### src/uart_ctrl_defines.svh
// Purpose: Register indices, field positions and reset values.
// Assumes: Byte address of a register is four times its index.
// Notes: Included by the control block and its helpers.
`ifndef UART_CTRL_DEFINES_SVH
`define UART_CTRL_DEFINES_SVH

`define ADDR_W 8
`define IDX_W 6

`define IDX_CTRL_ONE 6'h02
`define IDX_CTRL_TWO 6'h03
`define IDX_STATUS_ONE 6'h04
`define IDX_CTRL_THREE 6'h06
`define IDX_EVT_STATUS 6'h07
`define IDX_EVT_MASK 6'h08

`define C2_TX_EMPTY_IE 7
`define C2_TX_COMPLETE_IE 6
`define C2_RX_FULL_IE 5
`define C2_IDLE_LINE_IE 4
`define C2_TX_ENABLE 3
`define C2_RX_ENABLE 2
`define C2_RX_STANDBY 1
`define C2_SEND_BREAK 0

`define C1_LOOP_SELECT 7
`define C1_RX_SOURCE 5
`define C3_SW_DIRECTION 5

`define S1_TX_EMPTY 7
`define S1_TX_COMPLETE 6
`define S1_RX_FULL 5
`define S1_IDLE_LINE 4

`define EV_IDLE_QUEUED 0
`define EV_WAKE 1
`define EV_TX_RELEASED 2
`define EV_W 3

`define RST_CTRL_ONE 8'h00
`define RST_CTRL_TWO 8'h00
`define RST_CTRL_THREE 8'h00
`define RST_EVT 3'h0

`endif

### src/uart_ctrl_pkg.sv
// Purpose: Types shared by the transceiver control block.
// Assumes: Nothing beyond the defines header.
// Notes: State codes are one-hot.
`include "uart_ctrl_defines.svh"

package uart_ctrl_pkg;

    typedef enum logic [2:0] {
        TX_OFF = 3'b001,
        TX_ON = 3'b010,
        TX_DRAIN = 3'b100
    } tx_state_t;

    typedef struct packed {
        logic [7:0] ctrl_one;
        logic [7:0] ctrl_two;
        logic [7:0] ctrl_three;
        logic [`EV_W-1:0] evt;
        logic [`EV_W-1:0] mask;
        tx_state_t tx_state;
        logic cleared_busy;
        logic idle_pulse;
        logic [31:0] prdata;
        logic pslverr;
        logic pin_out;
        logic pin_oe;
        logic rx_serial;
    } ctrl_state_t;

endpackage

### src/irq_combine.sv
// Purpose: Forms the single level interrupt request.
// Assumes: Flags and enables are on the same clock.
// Notes: Output is registered, so it lags its causes by one cycle.
`timescale 1ns/1ps
`default_nettype none

module irq_combine #(
    parameter int FLAGS = 4,
    parameter int EVENTS = 3
) (
    input wire logic clk_i,
    input wire logic rst_i,
    input wire logic [FLAGS-1:0] flag_i,
    input wire logic [FLAGS-1:0] enable_i,
    input wire logic [EVENTS-1:0] evt_i,
    input wire logic [EVENTS-1:0] mask_i,
    output logic irq_o
);

    logic irq_reg;
    logic irq_next;

    // Level request: stays up while any enabled flag or event holds.
    assign irq_next = |(flag_i & enable_i) | |(evt_i & mask_i);

    always_ff @(posedge clk_i or posedge rst_i)
    begin
        if (rst_i)
            irq_reg <= 1'b0;
        else
            irq_reg <= irq_next;
    end

    assign irq_o = irq_reg;

endmodule

`default_nettype wire

### src/pin_sync.sv
// Purpose: Two flip-flop synchroniser for pin inputs.
// Assumes: Inputs are asynchronous to CLK_I.
// Notes: Only the second stage may be read by other logic.
`timescale 1ns/1ps
`default_nettype none

module pin_sync #(
    parameter int WIDTH = 2,
    parameter logic [WIDTH-1:0] IDLE = '1
) (
    input wire logic clk_i,
    input wire logic rst_i,
    input wire logic [WIDTH-1:0] async_i,
    output logic [WIDTH-1:0] sync_o
);

    logic [WIDTH-1:0] meta_reg;
    logic [WIDTH-1:0] sync_reg;

    always_ff @(posedge clk_i or posedge rst_i)
    begin
        if (rst_i)
        begin
            meta_reg <= IDLE;
            sync_reg <= IDLE;
        end
        else
        begin
            meta_reg <= async_i;
            sync_reg <= meta_reg;
        end
    end

    assign sync_o = sync_reg;

endmodule

`default_nettype wire

### src/uart_tx_rx_control.sv
// Purpose: Control register logic of the serial transceiver.
// Assumes: Flags, busy and serial data come from logic on CLK_I.
// Notes: APB slave with zero wait states; pins pass a synchroniser.
`timescale 1ns/1ps
`default_nettype none
`include "uart_ctrl_defines.svh"

module uart_tx_rx_control (
    input wire logic CLK_I,
    input wire logic RST_I,
    input wire logic PSEL_I,
    input wire logic PENABLE_I,
    input wire logic PWRITE_I,
    input wire logic [`ADDR_W-1:0] PADDR_I,
    input wire logic [31:0] PWDATA_I,
    input wire logic [3:0] PSTRB_I,
    output logic [31:0] PRDATA_O,
    output logic PREADY_O,
    output logic PSLVERR_O,
    input wire logic TX_EMPTY_FLAG_I,
    input wire logic TX_COMPLETE_FLAG_I,
    input wire logic RX_FULL_FLAG_I,
    input wire logic IDLE_FLAG_I,
    input wire logic TX_BUSY_I,
    input wire logic TX_SERIAL_I,
    input wire logic WAKE_EVENT_I,
    input wire logic TXD_PIN_I,
    input wire logic RXD_PIN_I,
    output logic TXD_PIN_O,
    output logic TXD_PIN_OE_O,
    output logic TXD_OWNED_O,
    output logic RXD_OWNED_O,
    output logic RX_SERIAL_O,
    output logic TX_ENABLE_O,
    output logic RX_ENABLE_O,
    output logic RX_STANDBY_O,
    output logic SEND_BREAK_O,
    output logic QUEUE_IDLE_O,
    output logic IRQ_O
);
    import uart_ctrl_pkg::*;

    localparam ctrl_state_t ST_RST = '{
        ctrl_one: `RST_CTRL_ONE,
        ctrl_two: `RST_CTRL_TWO,
        ctrl_three: `RST_CTRL_THREE,
        evt: `RST_EVT,
        mask: `RST_EVT,
        tx_state: TX_OFF,
        cleared_busy: 1'b0,
        idle_pulse: 1'b0,
        prdata: 32'h0000_0000,
        pslverr: 1'b0,
        pin_out: 1'b1,
        pin_oe: 1'b0,
        rx_serial: 1'b1
    };

    ctrl_state_t s;
    ctrl_state_t ns;

    logic [`IDX_W-1:0] idx;
    logic [1:0] pins_sync;
    logic txd_sync;
    logic rxd_sync;
    logic wr_en;
    logic wr_two;
    logic loop_sel;
    logic single_wire;
    logic tx_en;
    logic rx_en;
    logic [3:0] flags;
    logic [3:0] flag_en;
    logic [7:0] status_one;

    function automatic logic is_mapped(input logic [`IDX_W-1:0] i);
        case (i)
            `IDX_CTRL_ONE,
            `IDX_CTRL_TWO,
            `IDX_STATUS_ONE,
            `IDX_CTRL_THREE,
            `IDX_EVT_STATUS,
            `IDX_EVT_MASK: is_mapped = 1'b1;
            default: is_mapped = 1'b0;
        endcase
    endfunction

    pin_sync #(
        .WIDTH(2),
        .IDLE(2'h3)
    ) u_pin_sync (
        .clk_i(CLK_I),
        .rst_i(RST_I),
        .async_i({TXD_PIN_I, RXD_PIN_I}),
        .sync_o(pins_sync)
    );

    assign txd_sync = pins_sync[1];
    assign rxd_sync = pins_sync[0];

    assign idx = PADDR_I[`ADDR_W-1:2];
    // Access is never refused by state; only unmapped words error.
    assign wr_en = PSEL_I & PENABLE_I & PWRITE_I & PSTRB_I[0]
        & is_mapped(idx);
    assign wr_two = wr_en & (idx == `IDX_CTRL_TWO);

    assign loop_sel = s.ctrl_one[`C1_LOOP_SELECT];
    assign single_wire = loop_sel & s.ctrl_one[`C1_RX_SOURCE];
    assign tx_en = s.ctrl_two[`C2_TX_ENABLE];
    assign rx_en = s.ctrl_two[`C2_RX_ENABLE];

    assign flags = {TX_EMPTY_FLAG_I, TX_COMPLETE_FLAG_I,
        RX_FULL_FLAG_I, IDLE_FLAG_I};
    assign flag_en = s.ctrl_two[`C2_TX_EMPTY_IE:`C2_IDLE_LINE_IE];

    always_comb
    begin
        status_one = 8'h00;
        status_one[`S1_TX_EMPTY] = TX_EMPTY_FLAG_I;
        status_one[`S1_TX_COMPLETE] = TX_COMPLETE_FLAG_I;
        status_one[`S1_RX_FULL] = RX_FULL_FLAG_I;
        status_one[`S1_IDLE_LINE] = IDLE_FLAG_I;
    end

    always_comb
    begin
        ns = s;
        ns.idle_pulse = 1'b0;

        // Read data is latched in the setup cycle, so the access phase
        // can complete at once.
        if (PSEL_I && !PENABLE_I)
        begin
            ns.pslverr = !is_mapped(idx);
            case (idx)
                `IDX_CTRL_ONE: ns.prdata = {24'h000000, s.ctrl_one};
                `IDX_CTRL_TWO: ns.prdata = {24'h000000, s.ctrl_two};
                `IDX_STATUS_ONE: ns.prdata = {24'h000000, status_one};
                `IDX_CTRL_THREE: ns.prdata = {24'h000000, s.ctrl_three};
                `IDX_EVT_STATUS: ns.prdata = {29'h00000000, s.evt};
                `IDX_EVT_MASK: ns.prdata = {29'h00000000, s.mask};
                default: ns.prdata = 32'h0000_0000;
            endcase
        end

        // Hardware wake clears standby; a write of one in the same
        // cycle is applied afterwards and wins.
        if (WAKE_EVENT_I && s.ctrl_two[`C2_RX_STANDBY])
        begin
            ns.ctrl_two[`C2_RX_STANDBY] = 1'b0;
            ns.evt[`EV_WAKE] = 1'b1;
        end

        if (!TX_BUSY_I)
            ns.cleared_busy = 1'b0;

        if (wr_en)
        begin
            case (idx)
                `IDX_CTRL_ONE: ns.ctrl_one = PWDATA_I[7:0];
                `IDX_CTRL_TWO: ns.ctrl_two = PWDATA_I[7:0];
                `IDX_CTRL_THREE: ns.ctrl_three = PWDATA_I[7:0];
                `IDX_EVT_STATUS: ns.evt = s.evt & ~PWDATA_I[`EV_W-1:0];
                `IDX_EVT_MASK: ns.mask = PWDATA_I[`EV_W-1:0];
                default: ns.mask = s.mask;
            endcase
        end

        if (wr_two && tx_en && !PWDATA_I[`C2_TX_ENABLE] && TX_BUSY_I)
            ns.cleared_busy = 1'b1;
        // Re-enabling during the same transmission queues an idle.
        if (wr_two && !tx_en && PWDATA_I[`C2_TX_ENABLE]
            && s.cleared_busy && TX_BUSY_I)
        begin
            ns.idle_pulse = 1'b1;
            ns.cleared_busy = 1'b0;
        end

        case (s.tx_state)
            TX_OFF:
            begin
                if (tx_en)
                    ns.tx_state = TX_ON;
            end
            TX_ON:
            begin
                if (!tx_en)
                    ns.tx_state = TX_DRAIN;
            end
            TX_DRAIN:
            begin
                // Hold the pin while data, idle or break remain.
                if (tx_en)
                    ns.tx_state = TX_ON;
                else if (!TX_BUSY_I && !s.idle_pulse
                    && !s.ctrl_two[`C2_SEND_BREAK])
                begin
                    ns.tx_state = TX_OFF;
                    ns.evt[`EV_TX_RELEASED] = 1'b1;
                end
            end
            default: ns.tx_state = TX_OFF;
        endcase

        // Event sets come last so they win over a clear.
        if (s.idle_pulse)
            ns.evt[`EV_IDLE_QUEUED] = 1'b1;
        if (WAKE_EVENT_I && s.ctrl_two[`C2_RX_STANDBY])
            ns.evt[`EV_WAKE] = 1'b1;
        if (s.tx_state == TX_DRAIN && ns.tx_state == TX_OFF)
            ns.evt[`EV_TX_RELEASED] = 1'b1;

        ns.pin_out = (ns.tx_state == TX_OFF) ? 1'b1 : TX_SERIAL_I;
        // In single-wire mode a clear direction bit turns the driver off.
        ns.pin_oe = (ns.tx_state != TX_OFF)
            && !(single_wire && !s.ctrl_three[`C3_SW_DIRECTION]);

        if (!rx_en)
            ns.rx_serial = 1'b1;
        else if (single_wire)
            ns.rx_serial = txd_sync;
        else if (loop_sel)
            ns.rx_serial = TX_SERIAL_I;
        else
            ns.rx_serial = rxd_sync;
    end

    always_ff @(posedge CLK_I or posedge RST_I)
    begin
        if (RST_I)
            s <= ST_RST;
        else
            s <= ns;
    end

    irq_combine #(
        .FLAGS(4),
        .EVENTS(`EV_W)
    ) u_irq_combine (
        .clk_i(CLK_I),
        .rst_i(RST_I),
        .flag_i(flags),
        .enable_i(flag_en),
        .evt_i(s.evt),
        .mask_i(s.mask),
        .irq_o(IRQ_O)
    );

    assign PRDATA_O = s.prdata;
    assign PREADY_O = PSEL_I & PENABLE_I;
    assign PSLVERR_O = PSEL_I & PENABLE_I & s.pslverr;
    assign TXD_PIN_O = s.pin_out;
    assign TXD_PIN_OE_O = s.pin_oe;
    assign TXD_OWNED_O = (s.tx_state != TX_OFF);
    assign RXD_OWNED_O = rx_en & !loop_sel;
    assign RX_SERIAL_O = s.rx_serial;
    assign TX_ENABLE_O = tx_en;
    assign RX_ENABLE_O = rx_en;
    assign RX_STANDBY_O = s.ctrl_two[`C2_RX_STANDBY];
    assign SEND_BREAK_O = s.ctrl_two[`C2_SEND_BREAK];
    assign QUEUE_IDLE_O = s.idle_pulse;
endmodule

`default_nettype wire

### config.mk
export PLATFORM = sky130hd
export DESIGN_NAME = uart_tx_rx_control
export DESIGN_NICKNAME = d
export VERILOG_FILES = /design/src/uart_ctrl_pkg.sv /design/src/irq_combine.sv /design/src/pin_sync.sv /design/src/uart_tx_rx_control.sv
export VERILOG_INCLUDE_DIRS = /design/src
export SDC_FILE = /design/constraint.sdc
export NUM_CORES = 1
export LEC_CHECK = 0
export BUFFER_PORTS_ARGS = -buffer_cell sky130_fd_sc_hd__buf_2
export CAP_MARGIN = 20
export CORE_ASPECT_RATIO = 0.9
export CORE_UTILIZATION = 35
export CTS_BUF_LIST = sky130_fd_sc_hd__clkbuf_8
export DETAILED_ROUTE_END_ITERATION = 8
export PLACE_DENSITY = 0.59
export SLEW_MARGIN = 20
export SYNTH_ARGS = -nofsm -noshare
export SYNTH_HDL_FRONTEND = slang
export SYNTH_SLANG_ARGS = --single-unit
export TNS_END_PERCENT = 50
### constraint.sdc
create_clock -name CLK_I -period 2 [get_ports CLK_I]
set_input_delay 0 -clock CLK_I [delete_from_list [all_inputs] [get_ports CLK_I]]
set_output_delay 0 -clock CLK_I [all_outputs]
set_load 0.1 [all_outputs]
Yosys cells after proc, flatten, opt, wreduce, memory -nomap -nowiden
Index checks and enable logic that the tools add are counted.
- bitwise logic cells: 13
- reductions and logical operators: 34
- multiplexer cells: 28
- eq/ne operators: 13
- operators by type and width (cell ; count):
    one-hot mux 8 bit (6 select lines) ; 1
    == test 6 x 3 -> 1 bit (second input constant) ; 3
    2-to-1 mux 3 bit ; 6
    2-to-1 mux 1 bit ; 16
    2-to-1 mux 16 bit ; 1
    logical AND 1 bit ; 14
    == test 6 x 2 -> 1 bit (second input constant) ; 2
    zero test 1 bit ; 10
    AND reduction 2 bit ; 5
    != test 3 x 1 -> 1 bit (second input constant) ; 3
    one-hot mux 3 bit (3 select lines) ; 1
    AND 1 bit ; 8
    2-to-1 mux 8 bit ; 1
    AND 3 bit ; 2
    == test 3 x 1 -> 1 bit (second input constant) ; 2
    == test 6 x 4 -> 1 bit (second input constant) ; 1
    OR reduction 6 bit ; 1
    AND 4 bit ; 1
    2-to-1 mux 2 bit ; 2
    nonzero test 2 bit ; 2
    OR reduction 4 bit ; 1
    == test 3 x 2 -> 1 bit (second input constant) ; 1
    == test 3 bit (second input constant) ; 1
    NOT 3 bit ; 1
    other kinds (2) ; 2
- output and inout port bits: 45
- register bits after elaboration: 76

Longest topological paths before layout
Gate-level depths: netlist of run 1.
- depth after elaboration: 10
- depth in mapped cells: 6
- depth with buffers taken out: 4

Cells and area by module
From an unflattened synthesis of run 1, not the netlist that was laid out.
- cell total of the unflattened synthesis: 233
- area, all modules: 2668.8 µm²
- by module, submodules not included (module ; area an instance (µm²) ; times used ; cells an instance):
    uart_tx_rx_control ; 2501.1 ; 1 ; 222
    pin_sync ; 108.9 ; 1 ; 5
    irq_combine ; 58.8 ; 1 ; 6

Worst setup path after synthesis of run 1
OpenSTA, ideal clock, no wires.
- path kind: flip-flop to output port
- start point: register s (netlist bit RX_ENABLE_O)
- end point: output RXD_OWNED_O
- arrival time: 2.386 ns
- buffers on the path: 0
- stages on the path, launching flop included: 2
- slack: -0.386 ns
- data required time: 2.000 ns
- cell sequence: dfrtp_1 -> nor2b_1
- cells in the longest elaborated chain, start to end: 1
- RTL lines (item ; RTL line ; text):
    start, declared ; uart_tx_rx_control.sv:59 ; ctrl_state_t s;
    start signal, assigned ; uart_tx_rx_control.sv:233 ; s <= ns;
    AND 1 bit ; uart_tx_rx_control.sv:255 ; assign RXD_OWNED_O = rx_en & !loop_sel;
    end, declared ; uart_tx_rx_control.sv:32 ; output logic RXD_OWNED_O,
Every way passes these cells.

Worst setup path after layout of run 1
- start point: register s[46] in the netlist's numbering
- end point: register u_irq_combine.irq_reg, in the netlist u_irq_combine.irq_o
- cells in the longest elaborated chain, start to end: 3
- RTL lines (item ; RTL line ; text):
    AND 3 bit ; irq_combine.sv:24 ; assign irq_next = |(flag_i & enable_i) | |(evt_i & mask_i);
    OR reduction 3 bit ; irq_combine.sv:24 ;
    OR 1 bit ; irq_combine.sv:24 ;
    via u_irq_combine.irq_next ; irq_combine.sv:21 ; logic irq_next;
    end signal, assigned ; irq_combine.sv:31 ; irq_reg <= irq_next;
    end, declared ; irq_combine.sv:20 ; logic irq_reg;
The timed path passes the listed nets, and every way through them passes these cells.
A chain may end at the register's enable or synchronous reset.

==> qor.csv, run 1 <==
metric,value,unit
status,completed,
post-CTS sizing,0,
Reg2Reg Depth,3,
reg-to-reg setup timing slack,0.41,ns
Die ar.,7910,sq um
RR Startpoint,s[46],
num rows,29,
CP max FO,3,
Hold WS,0.0231,ns
# diodes,0,
minimum clock period,1.59,ns
CTS root buf,clkbuf_8,
setup violators final,0,
crit end category,flop,
pin count of the biggest net entering global routing,23,
Clock Pin Slew Worst Setup and Hold Paths,0.10,ns
Initial Utilization,36.8,%
worst slew pin tran,0.595,ns
worst hold start,TX_COMPLETE_FLAG_I,
library cells used by synthesis,48,
Die H,84.5,um
top cell type's share of synthesized area,42.6,%
critical-path cell list,a222oi_1 > nand3_1 > dlygate4sd3_1,
RSZ-0062 raised after global routing,no,
io pins,103,
"Seq/Total Area, Yosys",49.6,%
async set-reset flop share out of synthesis,100,%
most used flip-flop cell after synthesis,dfrtp_1,
drt pass-1 iters,4,
dpl hpwl,4.29,mm
Syn Area/Cell,11.2,sq um
drt via density,4.84,
gpl congestion,0.790,
Slowest cell on crit path,dlygate4sd3_1,
worst flop-to-flop path endpoint,u_irq_combine.irq_o,
total routed wirelength,5.81,mm
most frequent cells after synthesis,"45 x dfrtp_1, 33 x buf_4, 20 x mux2_2",
VDD IR max,0.000268,V
Post-CTS Setup Repair Bufs,0,
number of synthesized flops with an enable pin,0,
DRT iter0 DRCs,90,
HP Class,in2reg,
"Hold Vio Cnt, Final",0,
vias in the first global route,1804,
Post-Route Utilization,43.7,%
"Req. time, crit path",2.20,ns
number of buffers on the longest clock path,2,
antenna-violating nets left,0,
CTS Sinks,52,
CP Class,reg2reg,
MaxCap Viol Count,0,
total negative slack,0,ns
Crit path arrival time,1.79,ns
pins over their slew limit,0,
port bufs,49,
drt drc,0,
Post-Syn Instances,236,
final setup skew,0.00901,ns
initial antenna violation count,0,
Congestion Overflow GR,0,
Pleak,1.54,nW
hold depth,3,
latest clock arrival within the worst-skew pair,0.31,ns
Synth Register Bits,52,
final critical-path share of the clock period,79.4,%
CP peak stage delay,0.57,ns
Hold EP,PRDATA_O[6],
fin nets,360,
largest area contributor in the netlist,dfrtp_1,
synth warn,0,
Overall Global Routing Usage,16.0,%
PwrDens,661,nW/um^2
TritonCTS Buffers,5,
Max Fclk,629,MHz
layout cells sized above 1,33.0,%
Post-CTS Hold Buffers,16,
total core area,7180,sq um
slew margin rel.,60.1,%
synth top area cells,"dfrtp_1 43%, buf_4 9.4%, mux2_2 8.5%",
area grow syn2layout,18.7,%
Largest Register,s,
mapped cell area,2640,sq um
first-pass GRT wire length,9.41,mm
TritonCTS clock tree,yes,
max reg flops,26,
CTS HTree Levels,2,
via count,1917,
Setup crit start kind,flop,
DR WL/cell,14.7,um
"count leader, synth",dfrtp_1,
Die X,93.6,um
-- cell families (layout without fill, tap and decap cells) --
family / Yosys count / count (layout) / share of synthesized area, %
AND/OR/NAND/NOR: 66 / 66 / 14.9
XOR/XNOR: 2 / 2 / 0.663
multiplexers: 32 / 32 / 13.3
AO/OA/AOI/OAI: 40 / 40 / 10.6
flip-flops: 52 / 52 / 49.6
other: 1 / 24 / 0.142
buffers and inverters: 43 / 87 / 10.9
-- layer usage --
metal	vias to the layer above	wire [um]	GRT usage [%]
li1	918	-	-
met1	925	2850	23.3
met2	66	2530	23.0
met3	8	346	3.35
met4	0	84	6.43
met5	-	0	0
-- critical path: cells and delay by family (launching register included) --
| family | cells | cell delay, ns |
|---|---|---|
| compound gates | 1 | 0.36 |
| flops | 1 | 0.43 |
| buf+inv | 1 | 0.57 |
| simple gates | 1 | 0.12 |
-- layout by cell type (no fill, tap or decap), types with 5 or more instances in the layout --
| cell | count |
|---|---|
| a22oi_1 | 9 |
| buf_2 | 49 |
| buf_4 | 8 |
| clkbuf_8 | 5 |
| conb_1 | 24 |
| dfrtp_1 | 45 |
| dfstp_2 | 7 |
| dlygate4sd3_1 | 16 |
| inv_1 | 6 |
| mux2_1 | 6 |
| mux2_2 | 20 |
| mux2i_1 | 6 |
| nand2_1 | 19 |
| nand2b_1 | 7 |
| nor2_1 | 6 |
| nor3_1 | 7 |
| o21ai_0 | 9 |
-- area by class of cell --
| class | instances | area, sq um |
|---|---|---|
| inverters | 6 | 22.5 |
| clock buffers | 5 | 68.8 |
| multi-input cells | 164 | 1130 |
| clock inverters | 3 | 20.0 |
| repair buffers | 73 | 465 |
| flip-flops and latches | 52 | 1310 |
| well taps | 93 | 116 |
| fillers | 710 | 4050 |
-- stage by stage --
step | power (mW) | std cells | setup WS, ns | area, sq um
after CTS | 2.10 | 396 | 0.407 | 3140
after global routing | 2.16 | 396 | 0.348 | 3140
after detailed placement | 1.47 | 372 | 0.331 | 2890
after global placement | 1.47 | 372 | 0.330 | 2890
final | 2.07 | 396 | 0.411 | 3140
after floorplan | 1.44 | 259 | 0.0801 | 2730
-- worst max path at each step --
stage | cells after the start | start | slack (ns) | endpoint
floorplan | 1 | RX_ENABLE_O | 0.08 | RXD_OWNED_O
CTS | 3 | s[46] | 0.41 | u_irq_combine.irq_o
global placement | 5 | PADDR_I[5] | 0.33 | TX_ENABLE_O
detailed placement | 5 | PADDR_I[5] | 0.33 | SEND_BREAK_O
global route | 3 | s[46] | 0.35 | u_irq_combine.irq_o
finish | 3 | s[46] | 0.41 | u_irq_combine.irq_o
-- power by group --
part / switching [mW] / internal [mW] / total [mW]
Sequential: 0.00822 / 1.07 / 1.08
Clock: 0.354 / 0.245 / 0.599
Combinational: 0.326 / 0.0730 / 0.399
Total: 0.689 / 1.39 / 2.07
(Power assumes the default switching activity.)
==> inputs of run 2 (changes only) <==
--- a/config.mk
+++ b/config.mk
@@ -6,13 +6,14 @@
 export SDC_FILE = /design/constraint.sdc
 export NUM_CORES = 1
 export LEC_CHECK = 0
+export ABC_AREA = 1
 export BUFFER_PORTS_ARGS = -buffer_cell sky130_fd_sc_hd__buf_2
 export CAP_MARGIN = 20
 export CORE_ASPECT_RATIO = 0.9
 export CORE_UTILIZATION = 35
 export CTS_BUF_LIST = sky130_fd_sc_hd__clkbuf_8
 export DETAILED_ROUTE_END_ITERATION = 8
-export PLACE_DENSITY = 0.59
+export PLACE_DENSITY = 0.6
 export SLEW_MARGIN = 20
 export SYNTH_ARGS = -nofsm -noshare
 export SYNTH_HDL_FRONTEND = slang
==> constraint.sdc (replaced) <==
create_clock -name CLK_I -period 1.45 [get_ports CLK_I]
set_input_delay 0 -clock CLK_I [delete_from_list [all_inputs] [get_ports CLK_I]]
set_output_delay 0 -clock CLK_I [all_outputs]
set_load 0.1 [all_outputs]
==> run 2 against run 1 <==
Effect of this change:
- die area is 3.9% higher
- critical path type is now reg2out
- combinational power grew to 3.2 times the previous value
- critical path depth is 1 higher
- sequential share of layout area is 2.8 points lower
- worst hold slack better by 0.14 ns
- count of clock-buffer cells in the layout is 1 higher
- worst setup slack worse by 0.36 ns
- largest cell class unchanged
- cell area is 7.5% higher
- global-route usage is 0.70 points higher
==> qor.csv, run 2 <==
metric,value,unit,change
async set-reset flop share out of synthesis,100,%,unchanged
io pins,103,,unchanged
Congestion Overflow GR,0,,unchanged
CTS Sinks,52,,unchanged
dpl hpwl,4.73,mm,was 4.29 mm
Largest Register,s,,unchanged
"count leader, synth",nand2_1,,was dfrtp_1
CP Class,reg2out,,was reg2reg
latest clock arrival within the worst-skew pair,0.31,ns,about the same
TritonCTS clock tree,yes,,unchanged
Die H,86.1,um,was 84.5 um
top cell type's share of synthesized area,40.9,%,was 42.6%
Overall Global Routing Usage,16.7,%,was 16.0%
CTS HTree Levels,2,,unchanged
Crit path arrival time,1.40,ns,was 1.79 ns
Synth Register Bits,52,,unchanged
number of synthesized flops with an enable pin,0,,unchanged
most frequent cells after synthesis,"100 x nand2_1, 45 x dfrtp_1, 32 x buf_4",,"was 45 x dfrtp_1, 33 x buf_4, 20 x mux2_2"
Die ar.,8220,sq um,was 7910 sq um
CTS root buf,clkbuf_8,,unchanged
"Hold Vio Cnt, Final",0,,unchanged
RSZ-0062 raised after global routing,yes,,was no
initial antenna violation count,0,,unchanged
max reg flops,26,,unchanged
synth top area cells,"dfrtp_1 41%, nand2_1 14%, buf_4 8.7%",,"was dfrtp_1 43%, buf_4 9.4%, mux2_2 8.5%"
antenna-violating nets left,0,,unchanged
drt via density,4.56,,was 4.84
final critical-path share of the clock period,96.5,%,
CP max FO,3,,unchanged
Post-Syn Instances,330,,was 236
Die X,95.4,um,was 93.6 um
MaxCap Viol Count,0,,unchanged
area grow syn2layout,22.7,%,was 18.7%
gpl congestion,0.815,,was 0.790
number of buffers on the longest clock path,2,,unchanged
first-pass GRT wire length,10.5,mm,was 9.41 mm
largest area contributor in the netlist,dfrtp_1,,unchanged
Setup crit start kind,flop,,unchanged
total chip power,3.76,mW,was 2.07 mW
via count,2276,,"was 1,917"
most frequent cells in the layout,"99 x nand2_1, 48 x buf_2, 41 x dfrtp_1",,"was 49 x buf_2, 45 x dfrtp_1, 24 x conb_1"
vias in the first global route,2153,,"was 1,804"
Clock Pin Slew Worst Setup and Hold Paths,0.10,ns,about the same
# diodes,0,,unchanged
pin count of the biggest net entering global routing,34,,was 23
port bufs,49,,unchanged
"Seq/Total Area, Yosys",47.6,%,was 49.6%
fin nets,460,,was 360
drt pass-1 iters,4,,unchanged
pins over their slew limit,0,,unchanged
DRT iter0 DRCs,212,,was 90
minimum clock period,1.40,ns,
mapped cell area,2750,sq um,was 2640 sq um
HP Class,in2reg,,unchanged
num rows,30,,was 29
drt drc,0,,unchanged
library cells used by synthesis,33,,was 48
reg-to-reg setup timing slack,0.09,ns,was 0.41 ns
layout cells sized above 1,27.5,%,was 33.0%
total core area,7580,sq um,was 7180 sq um
TritonCTS Buffers,5,,unchanged
"commonest non-fill, non-tap cell in the layout",nand2_1,,was buf_2
final setup skew,0.00922,ns,was 0.00901 ns
setup violators final,0,,unchanged
most used flip-flop cell after synthesis,dfrtp_1,,unchanged
crit end category,output pin,,was flop
Max Fclk,715,MHz,
DR WL/cell,12.8,um,was 14.7 um
Pleak,1.73,nW,was 1.54 nW
status,completed,,unchanged
PwrDens,1110,nW/um^2,was 661 nW/um^2
synth warn,0,,unchanged
Syn Area/Cell,8.33,sq um,was 11.2 sq um
total negative slack,0,ns,unchanged
Initial Utilization,36.3,%,was 36.8%
VDD IR max,0.000614,V,was 0.000268 V
"Req. time, crit path",1.45,ns,was 2.20 ns
total routed wirelength,6.38,mm,was 5.81 mm
run 2: changes by cell type after synthesis, moves of 5 or more:
| cell | before | now |
|---|---|---|
| nor2_1 | 6 | 13 |
| inv_2 | 0 | 6 |
| nand3_1 | 1 | 15 |
| nor2_4 | 1 | 6 |
| inv_1 | 6 | 31 |
| mux2i_1 | 6 | 0 |
| mux2_1 | 6 | 0 |
| nand2b_1 | 7 | 0 |
| nand2_1 | 19 | 100 |
| a22oi_1 | 9 | 0 |
| o21ai_1 | 1 | 29 |
| mux2_2 | 20 | 0 |
run 2: power by group:
| group | switching, mW | leakage [nW] | internal (mW) |
|---|---|---|---|
| registers | 0.0485 | 0.616 | 1.56 |
| clock network | 0.501 | 0.0434 | 0.387 |
| logic | 0.939 | 1.07 | 0.325 |
run 2: stage by stage:
stage | util [%] | area, sq um | cells | worst slack (ns) | hold slack [ns]
3_5_place_dp | 40.4 | 3060 | 472 | 0.0319 | 0.0287
5_1_grt | 44.5 | 3370 | 499 | -0.0140 | 0.232
2_1_floorplan | - | 2880 | 353 | 0.0142 | 0.00448
4_1_cts | 44.4 | 3370 | 499 | 0.0465 | 0.170
6_report | 44.5 | 3370 | 499 | 0.0505 | 0.162
3_3_place_gp | 40.4 | 3060 | 472 | 0.0643 | 0.0308
run 2: routing by layer:
metal  share of wire (%)  vias to the layer above  track usage (%)  wire (um)
met5                   0                        -                0          0
met1                  46                     1046             24.1       2900
met3                 6.7                        4             2.84        425
met4                0.97                        0             4.61         62
met2                  47                       82             25.6       2990
li1                    -                     1144                -          -
run 2: cells by family (layout without fill, tap and decap cells):
logic type / count (synthesis) / in the layout / synth area share, %
flip-flops: 52 / 52 / 47.6
other: 1 / 24 / 0.136
AND/OR/NAND/NOR: 154 / 154 / 27.1
AO/OA/AOI/OAI: 50 / 50 / 10.2
buffers and inverters: 73 / 123 / 14.9
run 2: critical path, cell delays in order (launching register included):
cell and delay [ns]:
dfstp_2 0.55, inv_2 0.05, nor3_4 0.12, bufinv_8 0.21
buf_12 0.16
run 2: cell type report:
| type | instances | area, sq um |
|---|---|---|
| multi-input combinational | 228 | 1150 |
| clock inverter | 2 | 15.0 |
| sequential | 52 | 1320 |
| fill | 784 | 4210 |
| tap | 96 | 120 |
| inverter | 37 | 153 |
| clock buffer | 6 | 82.6 |
| timing repair buffer | 78 | 536 |
run 2: path summary, 6_finish.rpt:
kind	startpoint	to	cells past startpoint
min in group asynchronous	RST_I	loop_sel	3
worst max-delay path	s[38]	TXD_OWNED_O	4
max in group asynchronous	RST_I	s[38]	4
worst max register to register	s[38]	TXD_PIN_O	6
worst min-delay path	PWRITE_I	QUEUE_IDLE_O	5
worst min register to register	u_pin_sync.meta_reg[0]	u_pin_sync.sync_o[0]	0
run 2: what timing repair did:
item | 4_1_cts | 5_1_grt
setup buffers | 1 | 0
hold endpoints to repair | 47 | 0
hold buffers | 18 | 0
gates resized for setup | 5 | 1
endpoints found under the setup margin | 1 | 2
pin swaps | 1 | 0
==> inputs of run 3 (changes only) <==
--- a/config.mk
+++ b/config.mk
@@ -17,5 +17,6 @@
 export SLEW_MARGIN = 20
 export SYNTH_ARGS = -nofsm -noshare
 export SYNTH_HDL_FRONTEND = slang
+export SYNTH_HIERARCHICAL = 1
 export SYNTH_SLANG_ARGS = --single-unit
 export TNS_END_PERCENT = 50
==> run 3 against run 2 <==
Effect of this change:
- clock skew decreased by 0.0055 ns
- worst setup slack improved by 0.058 ns
- global-route usage decreased by 0.36 points
- register-to-register slack improved by 0.02 ns
- critical path depth increased by 1
- via count decreased by 0.44%
- sequential share of layout area increased by 0.69 points
- count of clock-buffer cells in the layout decreased by 1
- critical path type is now reg2reg
==> qor.csv, run 3 <==
metric,value,unit,change
status,completed,,unchanged
TritonCTS Buffers,5,,unchanged
initial antenna violation count,0,,unchanged
drt drc,0,,unchanged
pin count of the biggest net entering global routing,48,,was 34
Die ar.,8220,sq um,about the same
Hold WS,0.00180,ns,was 0.162 ns
latest clock arrival within the worst-skew pair,0.31,ns,about the same
first-pass GRT wire length,10.2,mm,was 10.5 mm
synth top area cells,"dfrtp_1 41%, nand2_1 14%, buf_4 8.7%",,unchanged
CTS Sinks,52,,unchanged
hold depth,5,,unchanged
Post-Route Utilization,43.7,%,was 44.5%
max reg flops,26,,unchanged
antenna-violating nets left,0,,unchanged
total routed wirelength,6.19,mm,was 6.38 mm
final setup margin,0.108,ns,was 0.0505 ns
# diodes,0,,unchanged
dpl hpwl,4.49,mm,was 4.73 mm
Cells after DPL,482,,was 472
vias in the first global route,2060,,"was 2,153"
RSZ-0062 raised after global routing,no,,was yes
Syn Area/Cell,8.16,sq um,was 8.33 sq um
area of the multi-input gates,1120,sq um,was 1150 sq um
"count leader, synth",nand2_1,,unchanged
MaxCap Viol Count,0,,unchanged
port bufs,49,,unchanged
Overall Global Routing Usage,16.3,%,was 16.7%
"commonest non-fill, non-tap cell in the layout",nand2_1,,unchanged
crit end category,flop,,was output pin
Synth Area in Adders,0,%,unchanged
"Seq/Total Area, Yosys",47.6,%,about the same
Hold EP,u_irq_combine/irq_o,,was QUEUE_IDLE_O
mux cell area share after synthesis,0,%,unchanged
most frequent cells in the layout,"106 x nand2_1, 49 x buf_2, 41 x dfrtp_1",,"was 99 x nand2_1, 48 x buf_2, 41 x dfrtp_1"
gpl congestion,0.790,,was 0.815
via count,2266,,"was 2,276"
sequential cell area,1320,sq um,unchanged
DR WL/cell,12.3,um,was 12.8 um
PwrDens,1120,nW/um^2,was 1110 nW/um^2
drt pass-1 iters,4,,unchanged
Crit path arrival time,1.59,ns,was 1.40 ns
XOR/XNOR share of the synthesized area,0,%,unchanged
CTS root buf,clkbuf_8,,unchanged
"Req. time, crit path",1.69,ns,was 1.45 ns
placed instance area,3060,sq um,about the same
HP Class,in2reg,,unchanged
Synth Area in Simple Gates,26.1,%,was 27.1%
final non-filler cell total,504,,was 499
mapped cell area,2750,sq um,about the same
most used flip-flop cell after synthesis,dfrtp_1,,unchanged
final setup skew,0.00374,ns,was 0.00922 ns
Die H,86.1,um,about the same
Pleak,1.77,nW,was 1.73 nW
total chip power,3.72,mW,was 3.76 mW
Clock Pin Slew Worst Setup and Hold Paths,0.10,ns,about the same
CP Class,reg2reg,,was reg2out
Layout fillers,774,,was 784
async set-reset flop share out of synthesis,100,%,unchanged
io pins,103,,unchanged
dpl ws,0.0261,ns,was 0.0319 ns
total negative slack,0,ns,unchanged
minimum clock period,1.34,ns,was 1.40 ns
Post-Syn Instances,337,,was 330
worst flop-to-flop path endpoint,TXD_PIN_O,,unchanged
Post-CTS Setup Repair Bufs,0,,was 1
Die X,95.5,um,was 95.4 um
Max Fclk,745,MHz,was 715 MHz
Congestion Overflow GR,0,,unchanged
combinational family with the most area after synthesis,simple AND/OR/NAND/NOR gates,,unchanged
TritonCTS clock tree,yes,,unchanged
reg-to-reg setup timing slack,0.11,ns,was 0.09 ns
number of synthesized flops with an enable pin,0,,unchanged
area grow syn2layout,20.5,%,was 22.7%
synth warn,6,,was 0
CTS HTree Levels,2,,unchanged
pins over their slew limit,0,,unchanged
final instance area,3310,sq um,was 3370 sq um
Largest Register,s,,unchanged
library cells used by synthesis,31,,was 33
Compound-Gate Fraction of Synth Area,10.4,%,was 10.2%
VDD IR max,0.000401,V,was 0.000614 V
num rows,30,,unchanged
fin nets,465,,was 460
largest area contributor in the netlist,dfrtp_1,,unchanged
most frequent cells after synthesis,"106 x nand2_1, 45 x dfrtp_1, 38 x inv_1",,"was 100 x nand2_1, 45 x dfrtp_1, 32 x buf_4"
worst hold start,RX_FULL_FLAG_I,,was PWRITE_I
setup violators final,0,,unchanged
CP max FO,3,,unchanged
Synth Register Bits,52,,unchanged
drt via density,4.50,,was 4.56
final critical-path share of the clock period,92.5,%,was 96.5%
layout cells sized above 1,25.5,%,was 27.5%
RR Startpoint,s[38],,unchanged
number of buffers on the longest clock path,2,,unchanged
DRT iter0 DRCs,113,,was 212
top cell type's share of synthesized area,40.9,%,about the same
total core area,7580,sq um,unchanged
Setup crit start kind,flop,,unchanged
Initial Utilization,36.3,%,about the same
Reg2Reg Depth,5,,was 6
"Hold Vio Cnt, Final",0,,unchanged
[run 3: cell types whose count changed in the layout (fill, tap and decap cells not counted), sizes merged, moves of 2 or more]
cell         change
nand4            -2
nand2            +6
dlygate4sd3      -4
buf              +2
inv              +5
nor3             -2
[run 3: cells by family after synthesis]
group,after synthesis
other cells,1
compound gates,50
simple gates,157
flops,52
buf+inv,77
[run 3: power breakdown]
group / internal, mW / total (mW) / leakage, nW / switching [mW]
Combinational: 0.197 / 1.12 / 1.11 / 0.922
Clock: 0.511 / 1.00 / 0.0541 / 0.492
Sequential: 1.56 / 1.59 / 0.610 / 0.0373
Total: 2.26 / 3.72 / 1.77 / 1.45
[run 3: timing repair]
action / in CTS / in global routing
setup endpoints to repair: 0 / 1
endpoints found under the hold margin: 81 / 0
resized for setup: 0 / 1
hold buffers: 14 / 0
[run 3: how the worst max path moves through the flow]
| stage | startpoint | to | slack, ns | depth (start not counted) |
|---|---|---|---|---|
| after floorplan | s[3] | PSLVERR_O | -0.15 | 2 |
| after CTS | s[38] | TXD_PIN_O | 0.04 | 5 |
| after global routing | s[38] | TXD_PIN_O | 0.01 | 5 |
| after global placement | PADDR_I[7] | TX_ENABLE_O | 0.03 | 10 |
| final | s[38] | TXD_PIN_O | 0.11 | 5 |
| after detailed placement | PADDR_I[7] | SEND_BREAK_O | 0.03 | 11 |
[run 3: layout make-up]
cell class / count / area share (%)
sequential: 52 / 39.7
multi-input combinational: 231 / 33.7
timing repair buffer: 76 / 14.9
inverter: 41 / 4.64
tap: 96 / 3.62
clock buffer: 5 / 2.08
clock inverter: 3 / 1.28
[run 3: per-layer routing]
| layer | vias up | global-route usage (%) | part of all wire, % |
|---|---|---|---|
| met4 | 0 | 4.48 | 1.0 |
| met2 | 78 | 24.2 | 43 |
| met3 | 6 | 2.75 | 7.5 |
| met5 | - | 0 | 0 |
| li1 | 1151 | - | - |
| met1 | 1031 | 24.4 | 48 |
[run 3: critical path: stages (launching register included)]
cell and delay (ns):
dfstp_2 0.56, inv_1 0.05, nand3_1 0.09, nand3b_1 0.14
o211ai_1 0.17, or2_4 0.27
